===== config.mk =====
export PLATFORM = sky130hd
export DESIGN_NAME = lsu_shift_unit
export DESIGN_NICKNAME = d
export VERILOG_FILES = /design/src/lsu_pkg.sv /design/src/lsu_shift_unit.sv
export SDC_FILE = /design/constraint.sdc
export NUM_CORES = 1
export LEC_CHECK = 0
export CAP_MARGIN = 20
export CORE_MARGIN = 5
export CORE_UTILIZATION = 58
export DETAILED_ROUTE_END_ITERATION = 8
export DONT_BUFFER_PORTS = 1
export GPL_ROUTABILITY_DRIVEN = 0
export HOLD_SLACK_MARGIN = 0.12
export PLACE_DENSITY = 0.78
export SLEW_MARGIN = 30
export SYNTH_ARGS = -nofsm -noshare
export SYNTH_HDL_FRONTEND = slang
export SYNTH_SLANG_ARGS = --single-unit
export TNS_END_PERCENT = 1

===== constraint.sdc =====
create_clock -name clk -period 1.6 [get_ports clk]
set_input_delay 0.16 -clock clk [delete_from_list [all_inputs] [get_ports clk]]
set_output_delay 0.16 -clock clk [all_outputs]
set_load 0.02 [all_outputs]

===== src/lsu_pkg.sv =====
package lsu_pkg;
  localparam int          LSU_DATA_W     = 32;           // general register width
  localparam int          LSU_REG_NUM_LO = 8;            // register field low bit
  localparam int          LSU_REG_NUM_HI = 11;           // register field high bit
  localparam logic [3:0]  LSU_GROUP      = 4'h4;         // opcode bits 15..12
  localparam logic [7:0]  LSU_OP_SHL1    = 8'h00;        // low byte, left by one
  localparam logic [7:0]  LSU_OP_SHL2    = 8'h08;        // left by two
  localparam logic [7:0]  LSU_OP_SHL8    = 8'h18;        // left by eight
  localparam logic [7:0]  LSU_OP_SHL16   = 8'h28;        // left by sixteen
  localparam logic [7:0]  LSU_OP_SHR1    = 8'h01;        // right by one
  localparam logic [7:0]  LSU_OP_SHR2    = 8'h09;        // right by two
  localparam logic [7:0]  LSU_OP_SHR8    = 8'h19;        // right by eight
  localparam logic [7:0]  LSU_OP_SHR16   = 8'h29;        // right by sixteen
  localparam logic [31:0] LSU_DATA_RST   = 32'h00000000; // result reset value
  localparam logic        LSU_FLAG_RST   = 1'h0;         // flag reset value

  // request from the decoder: opcode plus the register operand it read
  typedef struct packed {
    logic        valid;   // opcode presented this cycle
    logic [15:0] opcode;  // instruction word
    logic [31:0] operand; // contents of the addressed register
    logic        flag;    // condition flag before execution
  } lsu_req_t;

  // answer to the register file and flag
  typedef struct packed {
    logic        wr_en;   // write back this cycle
    logic [3:0]  wr_num;  // register written
    logic [31:0] wr_data; // shifted value
    logic        flag;    // condition flag after execution
    logic        flag_we; // flag is being written
  } lsu_rsp_t;
endpackage


===== src/lsu_shift_unit.sv =====
`timescale 1ns/1ps
module lsu_shift_unit
  import lsu_pkg::*;
#(
  parameter int DATA_W = LSU_DATA_W // register width; only 32 is served
) (
  input  wire logic        clk,      // 10 MHz processor clock
  input  wire logic        sys_rst,  // synchronous reset, active high
  input  wire lsu_req_t    req,      // decoded instruction and operand
  output lsu_rsp_t         rsp,      // registered write-back
  output logic [3:0]       src_num   // register number the file must read
);
  // the opcode map is fixed at 32 bits, so refuse anything else
  if (DATA_W != 32) begin : g_bad_width
    $error("lsu_shift_unit serves only a 32-bit register");
  end

  lsu_rsp_t          rsp_reg;   // output register
  lsu_rsp_t          rsp_next;  // its next value
  logic [3:0]        num_reg;   // registered read address
  wire  [3:0]        reg_num;   // register field of the opcode
  wire               is_grp;    // top nibble selects the shift group
  wire  [7:0]        low;       // function byte
  wire               hit;       // a logical shift is requested
  wire               one_bit;   // one-bit form, writes the flag
  wire  [31:0]       d;         // operand alias
  wire  [31:0]       result;    // selected shift result
  wire               new_flag;  // flag after execution

  // source and destination are the same field
  assign reg_num = req.opcode[LSU_REG_NUM_HI:LSU_REG_NUM_LO];
  assign is_grp  = req.opcode[15:12] == LSU_GROUP;
  assign low     = req.opcode[7:0];
  assign d       = req.operand;

  // decode: any unknown function byte is ignored, so no write occurs
  assign hit = req.valid && is_grp &&
               (low == LSU_OP_SHL1 || low == LSU_OP_SHL2 || low == LSU_OP_SHL8 ||
                low == LSU_OP_SHL16 || low == LSU_OP_SHR1 || low == LSU_OP_SHR2 ||
                low == LSU_OP_SHR8 || low == LSU_OP_SHR16);
  assign one_bit = (low == LSU_OP_SHL1) || (low == LSU_OP_SHR1);

  // shift selection; vacated bits are zero in every form
  assign result =
    (low == LSU_OP_SHL1)  ? {d[30:0], 1'b0}   :
    (low == LSU_OP_SHL2)  ? {d[29:0], 2'b00}  :
    (low == LSU_OP_SHL8)  ? {d[23:0], 8'h00}  :
    (low == LSU_OP_SHL16) ? {d[15:0], 16'h0000} :
    (low == LSU_OP_SHR1)  ? {1'b0, d[31:1]}   :
    (low == LSU_OP_SHR2)  ? {2'b00, d[31:2]}  :
    (low == LSU_OP_SHR8)  ? {8'h00, d[31:8]}  :
    {16'h0000, d[31:16]};

  // shifted-out bit for one-bit forms; multi-bit forms keep the flag
  assign new_flag = (low == LSU_OP_SHL1) ? d[31] :
                    (low == LSU_OP_SHR1) ? d[0]  :
                    req.flag;

  // next answer: written back exactly one cycle after the request
  always_comb begin
    rsp_next         = '0;
    rsp_next.wr_en   = hit;
    rsp_next.wr_num  = reg_num;
    rsp_next.wr_data = hit ? result : LSU_DATA_RST;
    rsp_next.flag    = hit ? new_flag : req.flag;
    rsp_next.flag_we = hit && one_bit;
  end

  // output and read-address registers
  always_ff @(posedge clk) begin
    if (sys_rst) begin
      rsp_reg <= '0;
      num_reg <= 4'h0;
    end else begin
      rsp_reg <= rsp_next;
      num_reg <= reg_num;
    end
  end

  assign rsp     = rsp_reg;
  assign src_num = num_reg;
endmodule


==> results by group, run 1 <==
Run status
  – Status: complete, no violations

Drt
  – Via-to-Cell Ratio: 7.45
  – Detailed Route Iter0 Violations: 860
  – Metal2 WL: between 4000 and 5000 microns
  – WL met3: 2070 microns
  – Vias: roughly 3700
  – DRT met1 WL: 4170 microns
  – Detail Route Antenna Nets: 0
  – Routed WL per cell: ~24 microns
  – Top Layer Used: met4
  – TritonRoute pass-1 iters: 9
  – Routed WL: 11900 microns
  – DRC Markers: 0

Clock network
  – Root Buffer Master: clkbuf_8
  – Worst-path clk slew: ~0.07 ns
  – TritonCTS clock tree: done
  – Sink Count: 39
  – Post-CTS setup buffers: 0
  – Num CTS Buffers: 5
  – H-tree depth: 2
  – Clock buffer depth: 2

Setup path
  – Crit path DAT: about 1.6 ns
  – Crit path max fanout: 17
  – Critical Path Source Type: input port
  – Crit end category: flop
  – Crit path required time: 1.78 ns
  – CP Class: input port to flop

Synthesis
  – Number of synthesized flops with an enable pin: 0
  – Synth Register Bits: 39
  – Sequential-to-total area share from yosys stat: 0.255
  – Synthesized area per cell: 7.75 sq um
  – Post-synth top flop: dfxtp_1
  – Syn Inst Count: about 400
  – Async SR Flop Fraction: 0
  – YS warnings: 0
  – Synthesized area: between 3000 and 4000 sq um
  – Post-synthesis cell type count: 57
  – Mapped Nets: approximately 450

Placed design
  – DP HPWL: a little under 8000 microns
  – Port bufs: 0

Global routing
  – Vias in the first global route: between 3000 and 4000
  – Global-route wire length before repair: roughly 18000 microns
  – Largest net degree at the start of global routing: 57
  – Antenna violations before repair: 0
  – Global-route usage over all layers: 0.350
  – Congestion Overflow GR: 0

Timing
  – Pins Over Slew Limit: 0
  – Final setup violation count: 0
  – Tcrit/Tclk final: 0.901
  – F_max: 694 MHz
  – Tmin final: approximately 1.4 ns
  – Worst-margin pin slew: 0.506 ns
  – Relative slew slack: 0.662
  – Hold Violations, Final: 0
  – RSZ-0062 raised after global routing: no

Die
  – Die span in y: approximately 83 microns
  – Die X-Extent: 82.7 microns
  – Ports: between 90 and 100
  – Die area: 6830 sq um
  – # rows: 26
  – Core area: about 5100 sq um
  – Initial Util: 0.599

Cells and area
  – Fraction of layout cells with a size suffix above 1: 0.133
  – Fill count: just over 400
  – Core Util, Final: 0.708
  – Ant diodes: 0
  – Number of flip-flops in the largest register: 35
  – Nets: 472
  – Area Growth Syn to Fin: 18.1%

Job
  – MaxCap Viol Count: 0

Pwr
  – Tot Pwr: a little over 0.002 W
  – Largest vdd supply drop: around 0.00035 V
  – Pleak: ~1.3 nW
  – Power per cell area: approximately 560 nW/um^2

Min path
  – Hold path start: req[17]
  – Worst hold endpoint: rsp[20]
  – Hold/Removal Path Class: input port to flop
  – Worst hold path depth: 2
## cell usage in the layout, fill, tap and decap left out, types with 8 or more instances in the layout
master / synthesis / routed
a311oi_1: 8 / 8
nor2_1: 35 / 35
buf_4: 5 / 26
dfxtp_1: 39 / 39
nor3_1: 8 / 8
mux2i_1: 21 / 21
a211oi_1: 8 / 8
nand2_1: 44 / 44
inv_1: 8 / 8
a221oi_1: 12 / 12
dlygate4sd3_1: 0 / 32
a21oi_1: 37 / 37
o221ai_1: 14 / 14
o21ai_0: 20 / 20
## Yosys cell counts (all sizes together) (10+ instances only)
library cell | count | share of area
clkbuf | 19 | 0.023
o21ai | 20 | 0.033
nand2 | 44 | 0.054
dfxtp | 39 | 0.26
a21oi | 39 | 0.066
nor3 | 10 | 0.024
nor2 | 35 | 0.043
mux2i | 21 | 0.069
buf | 26 | 0.053
a221oi | 16 | 0.054
o221ai | 14 | 0.040
## stage by stage
step	setup TNS (ns)	hold slack (ns)	worst slack (ns)	cells	area, sq um
after floorplan	-1.89	0.232	-0.150	395	3060
after global placement	-0.620	0.232	-0.0795	451	3210
after detailed placement	-1.36	0.237	-0.119	451	3210
after CTS	0	0.121	0.185	491	3620
after global routing	0	0.128	0.0617	491	3620
final	0	0.121	0.159	491	3620
## routing by layer
metal	vias to the layer above	GRT usage
li1	1566	-
met2	367	0.536
met5	-	0
met4	0	0.139
met3	95	0.115
met1	1628	0.452
## cells by family (layout without fill, tap and decap cells)
family	after synthesis	count (layout)	share of synthesized area
mux	22	22	0.0723
buf+inv	53	79	0.0858
compound gates	151	151	0.365
xor+xnor	1	1	0.00286
flops	39	39	0.255
simple gates	129	129	0.219
## critical path: stages
cell	delay (ns)
or4b_1	0.64
nor3_4	0.20
buf_12	0.17
a221oi_1	0.09
a221oi_1	0.36
## cell type report
type                    count  area, sq um  area share
inverters                   8         30.0     0.00830
repair buffers             63          616       0.170
clock inverters             3         15.0     0.00415
clock buffers               5         68.8      0.0190
flip-flops and latches     39          781       0.216
multi-input cells         303         2020       0.558
well taps                  70         87.6      0.0242
## worst max-delay path by stage
stage / slack (ns) / cells after the start / endpoint / startpoint
floorplan: -0.15 / 8 / rsp[32] / req[34]
global placement: -0.08 / 5 / rsp[18] / req[34]
detailed placement: -0.12 / 5 / rsp[18] / req[34]
CTS: 0.18 / 5 / rsp[18] / req[34]
global route: 0.06 / 5 / rsp[19] / req[34]
finish: 0.16 / 5 / rsp[19] / req[34]
## report_power, final
group | switching, W | total, W | internal (W)
Clock | 0.000381 | 0.000680 | 0.000299
Sequential | 0.0000192 | 0.000996 | 0.000976
Combinational | 0.000169 | 0.000363 | 0.000194
Total | 0.000570 | 0.00204 | 0.00147
## timing repair
item / 4_1_cts / 5_1_grt
hold buffers: 32 / 0
setup endpoints to repair: 0 / 0
gates resized for setup: 0 / 0
endpoints found under the hold margin: 32 / 0
Power figures use the tool's default switching activity.
==> run 2, diff against run 1 <==
--- a/config.mk
+++ b/config.mk
@@ -15,3 +15,2 @@
 export PLACE_DENSITY = 0.78
-export SLEW_MARGIN = 30
 export SYNTH_ARGS = -nofsm -noshare
==> constraint.sdc (replaced) <==
create_clock -name clk -period 1.6 [get_ports clk]
set_input_delay 0.32 -clock clk [delete_from_list [all_inputs] [get_ports clk]]
set_output_delay 0.32 -clock clk [all_outputs]
set_load 0.02 [all_outputs]
==> run 2 against run 1 <==
- final area is 6.9% lower
- sequential power barely moved
- non-clock buffer count is 24 lower
- fmax decreased by 4.5%
- clock-buffer cell count stayed put
- global-route usage decreased by 1.5 points
- sequential share of layout area grew 1.6 points
- final cell count fell by 4.9%
- routed wire length shrank 6.4%
- flip-flop and latch count stayed put
- total power shrank 3.8%
- die area stayed put
==> results by group, run 2 (same netlist as run 1, synthesis figures left out) <==
Run status
  – Status: complete, no violations (unchanged)

Timing
  – RSZ-0062 raised after global routing: no (unchanged)
  – Worst Hold Margin: 0.147 ns (was 0.121 ns)
  – F_max: 663 MHz (was 694 MHz)
  – Tmin final: 1.51 ns (was 1.44 ns)
  – Pins Over Slew Limit: 0 (unchanged)
  – Hold Violations, Final: 0 (unchanged)
  – Final setup violation count: 0 (unchanged)
  – Relative slew slack: 0.730 (was 0.662)
  – Tcrit/Tclk final: 0.943 (was 0.901)
  – Worst-margin pin slew: 0.395 ns (was 0.506 ns)

Cells and area
  – Fraction of layout cells with a size suffix above 1: 0.161 (was 0.133)
  – Leading cell types in the layout, fill and taps excluded: nand2_1, dfxtp_1, a21oi_1 (unchanged)
  – Number of flip-flops in the largest register: 35 (unchanged)
  – Ant diodes: 0 (unchanged)
  – Core Util, Final: 0.659 (was 0.708)
  – Fill count: 437 (was 415)
  – Commonest non-fill, non-tap cell in the layout: nand2_1 (unchanged)
  – Nets: 448 (was 472)
  – Area Growth Syn to Fin: 9.97% (was 18.1%)

Clock network
  – Root Buffer Master: clkbuf_8 (unchanged)
  – Clock buffer depth: 2 (unchanged)
  – Post-CTS setup buffers: 0 (unchanged)
  – H-tree depth: 2 (unchanged)
  – Num CTS Buffers: 5 (unchanged)
  – TritonCTS clock tree: done (unchanged)
  – Worst-path clk slew: 0.08 ns (was 0.07 ns)
  – Sink Count: 39 (unchanged)

Drt
  – Vias: 3488 (was 3656)
  – Routed WL: 11100 microns (was 11900 microns)
  – Routed WL per cell: 23.8 microns (was 24.2 microns)
  – Detail Route Antenna Nets: 0 (unchanged)
  – TritonRoute pass-1 iters: 7 (was 9)
  – Via-to-Cell Ratio: 7.47 (was 7.45)
  – DRC Markers: 0 (unchanged)
  – Detailed Route Iter0 Violations: 699 (was 860)

Placed design
  – Port bufs: 0 (unchanged)
  – DP HPWL: 7950 microns (was 7910 microns)

Setup path
  – Crit path max fanout: 12 (was 17)
  – CP Class: input port to flop (unchanged)
  – CP delay by family, top: simple AND/OR/NAND/NOR gates (unchanged)
  – Crit path required time: 1.80 ns (was 1.78 ns)
  – Crit path DAT: 1.71 ns (was 1.62 ns)
  – Crit end category: flop (unchanged)
  – Critical Path Stages: 6 (was 5)
  – Critical Path Source Type: input port (unchanged)
  – CP max stage cell: or3_1 (was or4b_1)
  – Crit path buf inv count: 2 (was 1)
  – Critical Path Start: req[40] (was req[34])
  – Crit-path cells: or3_1 > nor3_4 > buf_12 > buf_12 > a221oi_2 > a221oi_2 (was or4b_1 > nor3_4 > buf_12 > a221oi_1 > a221oi_1)
  – Slowest Stage Delay on Critical Path: 0.49 ns (was 0.64 ns)
  – Setup crit end: rsp[24] (was rsp[19])

Global routing
  – Global-route usage over all layers: 0.335 (was 0.350)
  – Congestion Overflow GR: 0 (unchanged)
  – Global-route wire length before repair: 17300 microns (was 17800 microns)
  – Antenna violations before repair: 0 (unchanged)
  – Vias in the first global route: 3260 (was 3334)
  – Largest net degree at the start of global routing: 57 (unchanged)

Pwr
  – Largest vdd supply drop: 0.000400 V (was 0.000354 V)
  – Pleak: 1.19 nW (was 1.28 nW)
  – Power per cell area: 582 nW/um^2 (was 564 nW/um^2)
  – Tot Pwr: 0.00196 W (was 0.00204 W)

Die
  – Core area: 5110 sq um (unchanged)
  – Initial Util: 0.599 (unchanged)
  – Ports: 95 (unchanged)
  – Die area: 6830 sq um (unchanged)
  – Die span in y: 82.7 microns (unchanged)
  – Die X-Extent: 82.7 microns (unchanged)
  – # rows: 26 (unchanged)

Job
  – MaxCap Viol Count: 0 (unchanged)

Min path
  – Hold/Removal Path Class: input port to flop (unchanged)
[run 2: timing repair]
item / in CTS / in global routing
endpoints found under the setup margin: 0 / 10
gates resized for setup: 0 / 2
hold endpoints to repair: 5 / 0
hold buffers: 2 / 0
[run 2: worst min path at each step]
stage          cells after the start    start  slack [ns]    endpoint
2_1_floorplan                      1  sys_rst        0.39  src_num[0]
3_3_place_gp                       1  sys_rst        0.39  src_num[0]
3_5_place_dp                       1  sys_rst        0.39  src_num[3]
4_1_cts                            1  req[41]        0.14  src_num[0]
5_1_grt                            2  req[27]        0.14     rsp[29]
6_report                           1  req[41]        0.15  src_num[0]
[run 2: area by class of cell]
class	count	area, sq um	area share
multi-input combinational	303	2020	0.601
sequential	39	781	0.232
timing repair buffer	39	360	0.107
tap	70	87.6	0.0260
clock buffer	5	68.8	0.0204
inverter	8	30.0	0.00892
clock inverter	3	15.0	0.00446
[run 2: power by group]
group	leakage [nW]	internal (W)	switching, W
registers	0.315	0.000977	0.0000191
clock network	0.0477	0.000299	0.000371
logic	0.826	0.000148	0.000148
[run 2: routing by layer]
layer | GRT usage | vias to the layer above | share of wire
li1 | - | 1512 | -
met1 | 0.438 | 1572 | 0.36
met2 | 0.498 | 331 | 0.43
met3 | 0.0987 | 73 | 0.16
met4 | 0.167 | 0 | 0.050
met5 | 0 | - | 0
[run 2: per-stage QoR]
stage	setup slack (ns)	cells	instance area [sq um]	setup TNS, ns
finish	0.0914	467	3370	0
detailed placement	-0.269	457	3260	-5.76
CTS	0.0576	467	3360	0
floorplan	-0.310	395	3060	-6.85
global route	0.0493	467	3370	0
global placement	-0.222	457	3260	-5.12
